`src/rtl/pcd_pkg.sv`:
```
// constants, field layouts and carrier types of the pin change detector
// assumes a classic wishbone slave with 32-bit data, 8-bit registers in the low lane
package pcd_pkg;

	localparam int          DATA_W      = 8;
	localparam int          BUS_W       = 32;
	localparam int          SEL_W       = 4;
	localparam int          ADR_W       = 32;
	localparam int          DEC_W       = 5;
	localparam int          NUM_PORTS   = 2;
	localparam int          PORT_A      = 0;
	localparam int          PORT_B      = 1;

	localparam logic [7:0]  PORTA_MASK  = 8'h3f;
	localparam logic [7:0]  PORTB_MASK  = 8'hf0;
	localparam logic [7:0]  REG_RST     = 8'h00;

	// --------------------------------------------------------------
	// register byte offsets
	// --------------------------------------------------------------
	localparam logic [4:0]  OFF_A_RISE  = 5'h00;
	localparam logic [4:0]  OFF_A_FALL  = 5'h04;
	localparam logic [4:0]  OFF_A_FLAG  = 5'h08;
	localparam logic [4:0]  OFF_B_RISE  = 5'h0c;
	localparam logic [4:0]  OFF_B_FALL  = 5'h10;
	localparam logic [4:0]  OFF_B_FLAG  = 5'h14;
	localparam logic [4:0]  OFF_IRQ_EN  = 5'h18;
	localparam logic [4:0]  OFF_IRQ_REQ = 5'h1c;

	localparam int          CHG_IE_BIT  = 4;
	localparam int          CHG_IF_BIT  = 4;

	typedef enum logic [2:0] {
		PCD_FLD_RISE,
		PCD_FLD_FALL,
		PCD_FLD_FLAG,
		PCD_FLD_PIE,
		PCD_FLD_PIR,
		PCD_FLD_NONE
	} pcd_field_e;

	typedef struct packed {
		pcd_field_e field;
		logic       port;
	} pcd_dec_s;

	typedef struct packed {
		logic [7:0] rise;
		logic [7:0] fall;
		logic [7:0] flags;
	} pcd_port_s;

endpackage : pcd_pkg

```
`src/rtl/pcd_pin_change.sv`:
```
// pin change detector: per-pin edge flags, summary, interrupt and wake request
// assumes the system clock keeps running for this block during sleep
`timescale 1ns/1ns
module pcd_pin_change
(
	input  wire logic                          clk_i,
	input  wire logic                          rst_i,
	input  wire logic                          cyc_i,
	input  wire logic                          stb_i,
	input  wire logic                          we_i,
	input  wire logic [pcd_pkg::ADR_W-1:0]     adr_i,
	input  wire logic [pcd_pkg::BUS_W-1:0]     dat_i,
	input  wire logic [pcd_pkg::SEL_W-1:0]     sel_i,
	output      logic [pcd_pkg::BUS_W-1:0]     dat_o,
	output      logic                          ack_o,
	input  wire logic [pcd_pkg::DATA_W-1:0]    porta_pins_i,
	input  wire logic [pcd_pkg::DATA_W-1:0]    portb_pins_i,
	input  wire logic                          sleep_i,
	output      logic                          irq_o,
	output      logic                          wake_o,
	output      logic                          change_irq_summary_o
);

	// --------------------------------------------------------------
	// address decode
	// --------------------------------------------------------------
	function automatic pcd_pkg::pcd_dec_s pcd_decode(input logic [pcd_pkg::ADR_W-1:0] adr);
		pcd_pkg::pcd_dec_s d;
		d.field = pcd_pkg::PCD_FLD_NONE;
		d.port  = 1'b0;
		if (adr[pcd_pkg::ADR_W-1:pcd_pkg::DEC_W] == '0)
		begin
			unique case (adr[pcd_pkg::DEC_W-1:0])
				pcd_pkg::OFF_A_RISE: d.field = pcd_pkg::PCD_FLD_RISE;
				pcd_pkg::OFF_A_FALL: d.field = pcd_pkg::PCD_FLD_FALL;
				pcd_pkg::OFF_A_FLAG: d.field = pcd_pkg::PCD_FLD_FLAG;
				pcd_pkg::OFF_B_RISE:
				begin
					d.field = pcd_pkg::PCD_FLD_RISE;
					d.port  = 1'b1;
				end
				pcd_pkg::OFF_B_FALL:
				begin
					d.field = pcd_pkg::PCD_FLD_FALL;
					d.port  = 1'b1;
				end
				pcd_pkg::OFF_B_FLAG:
				begin
					d.field = pcd_pkg::PCD_FLD_FLAG;
					d.port  = 1'b1;
				end
				pcd_pkg::OFF_IRQ_EN: d.field = pcd_pkg::PCD_FLD_PIE;
				pcd_pkg::OFF_IRQ_REQ: d.field = pcd_pkg::PCD_FLD_PIR;
				default:             d.field = pcd_pkg::PCD_FLD_NONE;
			endcase
		end
		return d;
	endfunction : pcd_decode

	localparam logic [pcd_pkg::DATA_W-1:0] PORT_MASK [pcd_pkg::NUM_PORTS] =
		'{pcd_pkg::PORTA_MASK, pcd_pkg::PORTB_MASK};

	pcd_pkg::pcd_port_s                cfg_reg   [pcd_pkg::NUM_PORTS];
	logic [pcd_pkg::DATA_W-1:0]        pins      [pcd_pkg::NUM_PORTS];
	logic [pcd_pkg::DATA_W-1:0]        meta_reg  [pcd_pkg::NUM_PORTS];
	logic [pcd_pkg::DATA_W-1:0]        sync_reg  [pcd_pkg::NUM_PORTS];
	logic [pcd_pkg::DATA_W-1:0]        prev_reg  [pcd_pkg::NUM_PORTS];
	logic [pcd_pkg::DATA_W-1:0]        edge_hit  [pcd_pkg::NUM_PORTS];
	logic [pcd_pkg::DATA_W-1:0]        rise_hit  [pcd_pkg::NUM_PORTS];
	logic [pcd_pkg::DATA_W-1:0]        fall_hit  [pcd_pkg::NUM_PORTS];
	logic [pcd_pkg::NUM_PORTS-1:0]     port_any;
	logic                              chg_ie_reg;
	logic                              ack_reg;
	logic                              req;
	logic                              wr_low;
	pcd_pkg::pcd_dec_s                 dec;
	logic [pcd_pkg::DATA_W-1:0]        rd_next;

	assign pins[pcd_pkg::PORT_A] = porta_pins_i;
	assign pins[pcd_pkg::PORT_B] = portb_pins_i;

	assign req    = cyc_i && stb_i && !ack_reg;
	assign wr_low = req && we_i && sel_i[0];
	assign dec    = pcd_decode(adr_i);

	// --------------------------------------------------------------
	// per-port synchroniser, edge detection and registers
	// --------------------------------------------------------------
	genvar gp;
	generate
		for (gp = 0; gp < pcd_pkg::NUM_PORTS; gp++)
		begin : g_port
			logic sel_port;
			assign sel_port = (dec.port == 1'(gp));

			// first stage feeds only the second; third keeps the previous sample
			always_ff @(posedge clk_i)
			begin
				if (rst_i)
				begin
					meta_reg[gp] <= pcd_pkg::REG_RST;
					sync_reg[gp] <= pcd_pkg::REG_RST;
					prev_reg[gp] <= pcd_pkg::REG_RST;
				end
				else
				begin
					meta_reg[gp] <= pins[gp];
					sync_reg[gp] <= meta_reg[gp];
					prev_reg[gp] <= sync_reg[gp];
				end
			end

			// independent rise and fall terms per pin, either or both
			assign rise_hit[gp] = sync_reg[gp] & ~prev_reg[gp] & cfg_reg[gp].rise;
			assign fall_hit[gp] = ~sync_reg[gp] & prev_reg[gp] & cfg_reg[gp].fall;
			assign edge_hit[gp] = (rise_hit[gp] | fall_hit[gp]) & PORT_MASK[gp];

			always_ff @(posedge clk_i)
			begin
				if (rst_i)
				begin
					cfg_reg[gp].rise <= pcd_pkg::REG_RST;
					cfg_reg[gp].fall <= pcd_pkg::REG_RST;
				end
				else if (wr_low && sel_port)
				begin
					if (dec.field == pcd_pkg::PCD_FLD_RISE)
						cfg_reg[gp].rise <= dat_i[pcd_pkg::DATA_W-1:0] & PORT_MASK[gp];
					if (dec.field == pcd_pkg::PCD_FLD_FALL)
						cfg_reg[gp].fall <= dat_i[pcd_pkg::DATA_W-1:0] & PORT_MASK[gp];
				end
			end

			// a new edge beats a clearing write in the same cycle
			always_ff @(posedge clk_i)
			begin
				if (rst_i)
					cfg_reg[gp].flags <= pcd_pkg::REG_RST;
				else if (wr_low && sel_port && dec.field == pcd_pkg::PCD_FLD_FLAG)
					cfg_reg[gp].flags <= (dat_i[pcd_pkg::DATA_W-1:0] & PORT_MASK[gp]) | edge_hit[gp];
				else
					cfg_reg[gp].flags <= cfg_reg[gp].flags | edge_hit[gp];
			end

			assign port_any[gp] = |cfg_reg[gp].flags;
		end
	endgenerate

	// --------------------------------------------------------------
	// global enable, summary, interrupt and wake
	// --------------------------------------------------------------
	always_ff @(posedge clk_i)
	begin
		if (rst_i)
			chg_ie_reg <= 1'b0;
		else if (wr_low && dec.field == pcd_pkg::PCD_FLD_PIE)
			chg_ie_reg <= dat_i[pcd_pkg::CHG_IE_BIT];
	end

	// summary is derived, so writes to its register have no effect
	assign change_irq_summary_o = |port_any;
	assign irq_o                = change_irq_summary_o && chg_ie_reg;
	// clock is assumed to run in sleep, so edges are caught by the same detector
	assign wake_o               = sleep_i && irq_o;

	// --------------------------------------------------------------
	// wishbone read path and acknowledge
	// --------------------------------------------------------------
	always_comb
	begin
		rd_next = pcd_pkg::REG_RST;
		unique case (dec.field)
			pcd_pkg::PCD_FLD_RISE: rd_next = cfg_reg[dec.port].rise;
			pcd_pkg::PCD_FLD_FALL: rd_next = cfg_reg[dec.port].fall;
			pcd_pkg::PCD_FLD_FLAG: rd_next = cfg_reg[dec.port].flags;
			pcd_pkg::PCD_FLD_PIE:  rd_next[pcd_pkg::CHG_IE_BIT] = chg_ie_reg;
			pcd_pkg::PCD_FLD_PIR:  rd_next[pcd_pkg::CHG_IF_BIT] = change_irq_summary_o;
			pcd_pkg::PCD_FLD_NONE: rd_next = pcd_pkg::REG_RST;
			default:               rd_next = pcd_pkg::REG_RST;
		endcase
	end

	// every access, mapped or not, answers one cycle after it is taken
	always_ff @(posedge clk_i)
	begin
		if (rst_i)
			ack_reg <= 1'b0;
		else
			ack_reg <= req;
	end

	always_ff @(posedge clk_i)
	begin
		if (rst_i)
			dat_o <= '0;
		else if (req && !we_i)
			dat_o <= {{(pcd_pkg::BUS_W-pcd_pkg::DATA_W){1'b0}}, rd_next};
	end

	assign ack_o = ack_reg;
endmodule : pcd_pin_change

```
`config.mk`:
```
export PLATFORM = sky130hd
export DESIGN_NAME = pcd_pin_change
export DESIGN_NICKNAME = d
export VERILOG_FILES = /design/src/rtl/pcd_pkg.sv /design/src/rtl/pcd_pin_change.sv
export SDC_FILE = /design/constraint.sdc
export NUM_CORES = 1
export LEC_CHECK = 0
export BUFFER_PORTS_ARGS = -buffer_cell sky130_fd_sc_hd__clkbuf_2
export CORE_ASPECT_RATIO = 1.25
export CORE_MARGIN = 2
export CORE_UTILIZATION = 44
export DETAILED_ROUTE_END_ITERATION = 7
export GPL_TIMING_DRIVEN = 0
export PLACE_DENSITY = 0.76
export RECOVER_POWER = 25
export SYNTH_ARGS = -nofsm -noshare
export SYNTH_HDL_FRONTEND = slang
export SYNTH_SLANG_ARGS = --single-unit
```
`constraint.sdc`:
```
create_clock -name clk_i -period 2.25 [get_ports clk_i]
set_input_delay 0.45 -clock clk_i [delete_from_list [all_inputs] [get_ports clk_i]]
set_output_delay 0.45 -clock clk_i [all_outputs]
set_load 0.1 [all_outputs]
```
==> results of run 1 <==
[stage by stage]
step,instances,util (%),total power [mW],setup slack (ns)
finish,538,58.1,2.93,0.0516
global route,538,58.1,3.05,-0.0473
CTS,535,57.1,2.95,0.0214
detailed placement,519,53.5,1.85,-0.517
global placement,519,53.5,1.85,-0.490
floorplan,360,-,1.75,0.0537
[Yosys cell counts, drive strengths merged, types with 2 or more instances]
library cell  count  share of area (%)
a21oi             8                1.2
a222oi            6                1.8
a31o              2               0.53
a31oi             6                1.1
and2             19                3.6
and3              2               0.38
buf              28                6.1
clkbuf            5               0.57
conb              2               0.23
dfxtp            40                 24
edfxtp           30                 27
inv               8               0.91
mux2              2               0.68
mux2i             8                2.4
nand2            24                2.7
nand2b            2               0.38
nand3             6                1.3
nand3b            9                2.0
nand4             4               0.76
nor2             19                2.2
nor2b            31                5.9
nor3              5               0.76
nor4             12                2.3
o21ai            22                3.3
o221ai            2               0.53
o41a              2               0.68
o41ai             3               0.79
or2               4               0.76
[power by group through the flow]
stage | Clock, mW | Sequential (mW) | Combinational (mW)
after floorplan | 0 | 1.42 | 0.327
after global placement | 0 | 1.43 | 0.419
after detailed placement | 0 | 1.43 | 0.423
after CTS | 1.11 | 1.41 | 0.427
after global routing | 1.17 | 1.41 | 0.468
final | 1.08 | 1.41 | 0.440
[cells by family after synthesis]
logic type	share of synthesized area (%)
simple gates	25.4
flops	51.4
compound gates	12.2
buf+inv	7.60
mux	3.10
other cells	0.227
[area by class of cell]
class	count	area [sq um]	area share, %
clock inverter	4	51.3	1.21
multi-input combinational	249	1580	37.1
buffer	33	221	5.21
inverter	8	30.0	0.707
timing repair buffer	70	383	9.01
clock buffer	12	166	3.92
tap	92	115	2.71
sequential	70	1700	40.1
[per-layer routing]
metal / track usage (%) / vias up / routed length, microns
li1: - / 1360 / -
met1: 22.7 / 1285 / 3000
met2: 32.6 / 114 / 4020
met3: 4.57 / 14 / 626
met4: 10.3 / 0 / 189
met5: 0 / - / 0
[critical path, delay by kind of cell (launching register included)]
| kind | cells | cell delay (ns) |
|---|---|---|
| simple gates | 3 | 0.75 |
| flops | 1 | 0.50 |
| buf+inv | 1 | 0.16 |
[final timing paths]
check                   from              to  slack (ns)  depth (start not counted)
min reg2reg   meta_reg[0][0]  sync_reg[0][0]        0.44                          1
min          porta_pins_i[5]  meta_reg[0][5]        0.31                          2
max reg2reg            ack_o  cfg_reg[1][23]        0.18                          5
max            cfg_reg[0][3]          wake_o        0.05                          4
[what timing repair did]
item,in CTS,in global routing
buffers inserted,0,3
endpoints found under the hold margin,0,0
endpoints found under the setup margin,16,23
pin swaps,0,3
resized for setup,9,11
==> qor.csv, run 1 <==
metric,value,unit
Die Wd,81.6,microns
Worst Setup Path Type,register to output port,
dpl cell area,0.00391,sq mm
synth unique cells,49,
number of global-route vias before repair,2448,
dpl hpwl,5.93,mm
share of the yosys chip area belonging to registers,51.4,%
worst-margin pin slew,0.729,ns
critical path arrival,1.75,ns
GRT overflow,0,
Core Region,0.00731,sq mm
pwr dens,690,mW/mm^2
Clock Latency Late Sink,0.34,ns
"FF+latch count, synth",70,
First-pass DRT Iterations,4,
Worst EP required,1.80,ns
Max Cap Viol,0,
Synth Instances,328,
"Reg clk slew, reported paths",0.07,ns
filler cell count,662,
status,completed,
Async SR Flop Fraction,0,%
H-tree lvl count,3,
DRT antenna net count,0,
Mapped Avg Cell Area,10.1,sq um
Logic pwr share,15.0,%
antenna violations before repair,0,
Root Driver,clkbuf_8,
Psw,816,uW
CTS Buf Count,9,
internal power,2.12,mW
slowest cell delay on critical path,0.50,ns
residual DRC count,0,
Area Overhead vs Synth,28.4,%
wire per inst,14.6,microns
Buffers on Ports,67,
crit-path cells,"nor4_4, nand3_4, and3_4, buf_12",
pin count of the biggest net entering global routing,13,
die footprint,0.00823,sq mm
Final setup viols,0,
Peak supply drop,441,uV
GP Congestion,0.936,
first-pass GRT wire length,11.8,mm
layout cells sized above 1,30.5,%
Via-to-Cell Ratio,5.15,
skew final,0.0100,ns
Post-Syn Area,0.00331,sq mm
clock power share,37.0,%
IO Count,126,
"commonest non-fill, non-tap cell in the layout",clkbuf_2,
CP endpoint kind,output port,
Iter 0 DRT Violations,245,
DRT Wirelength,7.84,mm
"EDFF count, synth",30,
P_leak,1.77,nW
slowest cell on the critical path,edfxtp_1,
highest clock rate,0.455,GHz
clk sinks,70,
post-route cell area,0.00425,sq mm
ys flop type,dfxtp_1,
min-delay worst type,primary input to register,
Final Max Slew Viols,0,
vias,2773,
Overall Global Routing Usage,19.4,%
CP max FO,4,
NumNets Final,531,
Final period util,97.7,%
Initial Util,45.2,%
RSZ-0062 raised after global routing,true,
CP Launch Type,register,
switching share of power,27.8,%
setup tns final,0,ns
CTS tree,done,
Die H,101,microns
Rel. slew slack,51.4,%
final hold viol count,0,
synthesis warning total,0,
maximum clock insertion buffer count,2,
hold slack,0.312,ns
num rows,35,
Reg power frac,48.0,%
n_diodes,0,
"commonest non-fill, non-tap cells in the layout","clkbuf_2 (64), dfxtp_1 (39), conb_1 (34), nor2b_1 (31), edfxtp_1 (30)",
Final Critical Period,2.20,ns
hold buffers post-CTS,0,
max FFs per register,30,
Power figures use the tool's default switching activity.
==> inputs of run 2 (changes only) <==
- CORE_ASPECT_RATIO: 1.25 -> 0.8
==> qor.csv, run 2 (synthesized netlist as in run 1, its figures left out) <==
metric,value,unit
Top delay family on crit path,compound AO/OA/AOI/OAI gates,
GRT overflow,0,
highest clock rate,0.447,GHz
Root Driver,clkbuf_8,
layout cells sized above 1,29.6,%
max FFs per register,30,
Overall Global Routing Usage,19.4,%
n_diodes,0,
residual DRC count,0,
Pwr Total,2.90,mW
"Reg clk slew, reported paths",0.07,ns
antenna violations before repair,0,
NumNets Final,531,
clk sinks,70,
Rel. slew slack,51.0,%
Iter 0 DRT Violations,185,
Stages on worst setup path,5,
Final period util,99.4,%
CP max FO,8,
Initial Util,45.0,%
Final Max Slew Viols,0,
crit-path cells,"clkbuf_2, nor2_2, o21a_1, nand3_1, o41ai_2",
Max Cap Viol,0,
worst-margin pin slew,0.727,ns
Clock Latency Late Sink,0.34,ns
r2r setup slk,0.13,ns
reg2reg start,ack_o,
die footprint,0.00823,sq mm
CP Launch Type,primary input,
min-delay worst type,primary input to register,
wire per inst,14.6,microns
vias,2761,
pin count of the biggest net entering global routing,13,
Core Region,0.00736,sq mm
IO Count,126,
terminus of the critical flop-to-flop path,cfg_reg[1][23],
H-tree lvl count,3,
DRT Wirelength,7.82,mm
Area Overhead vs Synth,26.7,%
CTS tree,done,
status,completed,
num rows,28,
critical path arrival,2.21,ns
Layout Cells excl Fill,536,
P_leak,1.74,nW
end of the critical path,cfg_reg[1][23],
final hold viol count,0,
maximum clock insertion buffer count,2,
GP Congestion,0.913,
Via-to-Cell Ratio,5.15,
R2R cell count,3,
hold buffers post-CTS,0,
Die Wd,101,microns
"commonest non-fill, non-tap cells in the layout","clkbuf_2 (65), dfxtp_1 (39), conb_1 (34), nor2b_1 (31), edfxtp_1 (30)",
number of global-route vias before repair,2479,
Die H,81.6,microns
skew final,0.00634,ns
slowest cell delay on critical path,0.71,ns
first-pass GRT wire length,11.9,mm
Worst Setup Path Type,primary input to register,
"commonest non-fill, non-tap cell in the layout",clkbuf_2,
CTS Buf Count,9,
dpl cells,517,
pwr dens,692,mW/mm^2
Final setup viols,0,
CP endpoint kind,register,
First-pass DRT Iterations,4,
DRT antenna net count,0,
Worst EP required,2.22,ns
Worst Setup SP,adr_i[1],
setup tns final,0,ns
Final Critical Period,2.24,ns
RSZ-0062 raised after global routing,true,
slowest cell on the critical path,o41ai_2,
Peak supply drop,486,uV
WP buf/inv,1,
Buffers on Ports,67,
dpl hpwl,5.93,mm
==> run 2: changes by cell type in the layout (fill, tap and decap cells not counted), sizes merged <==
cell      change
buf           -1
clkbuf        +3
clkinvlp      -1
inv           -1
==> run 2: worst min path at each step <==
| stage | start | to | depth (start not counted) |
|---|---|---|---|
| global placement | meta_reg[1][4] | sync_reg[1][4] | 1 |
| CTS | porta_pins_i[0] | meta_reg[0][0] | 2 |
| detailed placement | meta_reg[0][0] | sync_reg[0][0] | 1 |
| global route | porta_pins_i[0] | meta_reg[0][0] | 2 |
| floorplan | meta_reg[0][0] | sync_reg[0][0] | 1 |
| finish | porta_pins_i[0] | meta_reg[0][0] | 2 |
==> run 2: per-stage QoR <==
stage | cell area [sq um] | util [%] | setup slack (ns) | hold WS [ns]
finish | 4190 | 57.0 | 0.0133 | 0.317
floorplan | 3460 | - | 0.0537 | 0.414
CTS | 4170 | 56.6 | 0.00662 | 0.299
detailed placement | 3910 | 53.1 | -0.484 | 0.425
global placement | 3910 | 53.1 | -0.474 | 0.416
global route | 4190 | 57.0 | -0.0575 | 0.306
==> run 2: cell type report <==
cell class	count	area, sq um
fill	662	3160
clock inverter	2	38.8
tap	90	113
timing repair buffer	70	374
buffer	33	221
clock buffer	14	174
sequential	70	1700
inverter	8	30.0
multi-input combinational	249	1540
==> run 2: timing repair <==
item / in CTS / in global routing
setup buffers: 0 / 3
setup endpoints to repair: 8 / 11
resized for setup: 8 / 3
pin swaps: 0 / 2
==> run 2: layer usage <==
metal | routed length (microns) | track usage [%] | vias up
met5 | 0 | 0 | -
met4 | 85 | 7.57 | 0
met3 | 791 | 6.13 | 8
met2 | 3460 | 30.9 | 140
met1 | 3480 | 24.9 | 1249
li1 | - | - | 1364
==> run 2: where the power goes <==
| group | internal, mW | switching, mW |
|---|---|---|
| Clock | 0.613 | 0.444 |
| Sequential | 1.37 | 0.0352 |
| Combinational | 0.128 | 0.308 |
| Total | 2.11 | 0.788 |
==> inputs of run 3 (changes only) <==
- CTS_BUF_LIST: not set -> sky130_fd_sc_hd__clkbuf_16
==> qor.csv, run 3 (synthesized netlist as in run 1, its figures left out) <==
metric,value,unit
M1 WL,3.49,mm
Hold Startpoint,portb_pins_i[6],
switching share of power,25.9,%
first-pass GRT wire length,12.0,mm
layout cells sized above 1,29.6,%
DRT antenna net count,0,
CP endpoint kind,register,
dpl hpwl,5.93,mm
num rows,28,
Worst EP required,2.22,ns
wire per inst,14.7,microns
RSZ-0062 raised after global routing,true,
met2 routed WL,3.49,mm
pin count of the biggest net entering global routing,13,
hold buffers post-CTS,0,
P_leak,1.82,nW
crit-path cells,"clkbuf_2, nor2_2, o21a_1, nand3_1, o41ai_4",
highest clock rate,0.455,GHz
Worst Setup Path Type,primary input to register,
antenna violations before repair,0,
number of global-route vias before repair,2489,
skew final,0.00740,ns
status,completed,
Rel. slew slack,48.3,%
Max Cap Viol,0,
Overall Global Routing Usage,19.7,%
n_diodes,0,
reg2reg start,ack_o,
Buffers on Ports,67,
Initial Util,45.0,%
Layout Cells excl Fill,536,
"commonest non-fill, non-tap cells in the layout","clkbuf_2 (65), dfxtp_1 (39), conb_1 (34), nor2b_1 (31), edfxtp_1 (30)",
clock power share,43.3,%
met3 WL post-DR,742,microns
NumNets Final,531,
Worst Setup SP,adr_i[1],
"commonest non-fill, non-tap cell in the layout",clkbuf_2,
Via-to-Cell Ratio,5.27,
Clock Latency Late Sink,0.33,ns
setup tns final,0,ns
pwr dens,758,mW/mm^2
critical path arrival,2.16,ns
slowest cell on the critical path,o41ai_4,
Root Driver,clkbuf_16,
GRT overflow,0,
worst-margin pin slew,0.775,ns
dpl cells,517,
clk sinks,70,
IO Count,126,
Final Max Slew Viols,0,
First-pass DRT Iterations,5,
Top delay family on crit path,compound AO/OA/AOI/OAI gates,
maximum clock insertion buffer count,2,
min-delay worst type,primary input to register,
filler cell count,644,
"Reg clk slew, reported paths",0.05,ns
slowest cell delay on critical path,0.58,ns
Final setup viols,0,
Iter 0 DRT Violations,139,
Area Overhead vs Synth,30.0,%
H-tree lvl count,3,
Die Wd,101,microns
WP buf/inv,1,
Core Region,0.00736,sq mm
Psw,845,uW
GP Congestion,0.913,
CP max FO,8,
vias,2827,
die footprint,0.00823,sq mm
residual DRC count,0,
footprint of the multi-input gates,0.00156,sq mm
max FFs per register,30,
final hold viol count,0,
Die H,81.6,microns
internal power,2.42,mW
top routing layer used,met4,
CP Launch Type,primary input,
Peak supply drop,567,uV
Final Critical Period,2.20,ns
CTS Buf Count,9,
hold slack,0.326,ns
Reg power frac,43.3,%
DRT Wirelength,7.91,mm
Logic pwr share,13.5,%
Reg area,0.00170,sq mm
Final period util,97.6,%
CTS tree,done,
run 3: changes by cell type in the layout (fill, tap and decap cells not counted):
| cell | change |
|---|---|
| buf_4 | +1 |
| buf_8 | -1 |
| clkbuf_1 | -3 |
| clkbuf_16 | +9 |
| clkbuf_8 | -10 |
| inv_1 | +3 |
| inv_2 | +1 |
| o41ai_2 | -2 |
| o41ai_4 | +2 |
run 3: layer usage:
| layer | vias up | global-route usage [%] |
|---|---|---|
| met3 | 19 | 5.62 |
| met2 | 143 | 31.1 |
| met4 | 0 | 9.86 |
| met1 | 1304 | 25.1 |
| li1 | 1361 | - |
| met5 | - | 0 |
run 3: final timing paths:
path,to,slack [ns],cells after the start
min,meta_reg[1][6],0.33,2
max,cfg_reg[1][20],0.05,5
min reg2reg,sync_reg[0][2],0.43,1
max reg2reg,cfg_reg[0][17],0.20,5
run 3: metrics by stage:
stage	cell area, sq um	power (mW)	setup WS (ns)	util (%)
floorplan	3460	1.75	0.0537	-
global placement	3910	1.85	-0.474	53.1
detailed placement	3910	1.86	-0.484	53.1
CTS	4260	3.27	0.0131	57.9
global route	4300	3.36	-0.0384	58.4
finish	4300	3.26	0.0543	58.4
run 3: timing repair:
item	in CTS	in global routing
setup buffers	0	3
endpoints found under the setup margin	20	15
resized for setup	8	4
pin swaps	0	2
run 3: cell type report:
| cell class | count | share of cell area, % |
|---|---|---|
| inverter | 8 | 0.698 |
| clock buffer | 10 | 5.82 |
| timing repair buffer | 70 | 8.53 |
| clock inverter | 6 | 1.25 |
| tap | 90 | 2.62 |
| buffer | 33 | 5.15 |
| sequential | 70 | 39.6 |
| multi-input combinational | 249 | 36.3 |
run 3: power groups by stage:
stage	Clock (mW)	Sequential, mW	Combinational (mW)
CTS	1.43	1.41	0.431
detailed placement	0	1.43	0.425
finish	1.41	1.41	0.439
global placement	0	1.43	0.420
global route	1.48	1.41	0.468
floorplan	0	1.42	0.327
run 3: worst register-to-register path, cell delays in order (launching register included):
cell      delay (ns)
dfxtp_2         0.31
nand3b_1        0.30
nor2_1          0.25
nand4_1         0.27
nor3_1          0.58
and2_1          0.21
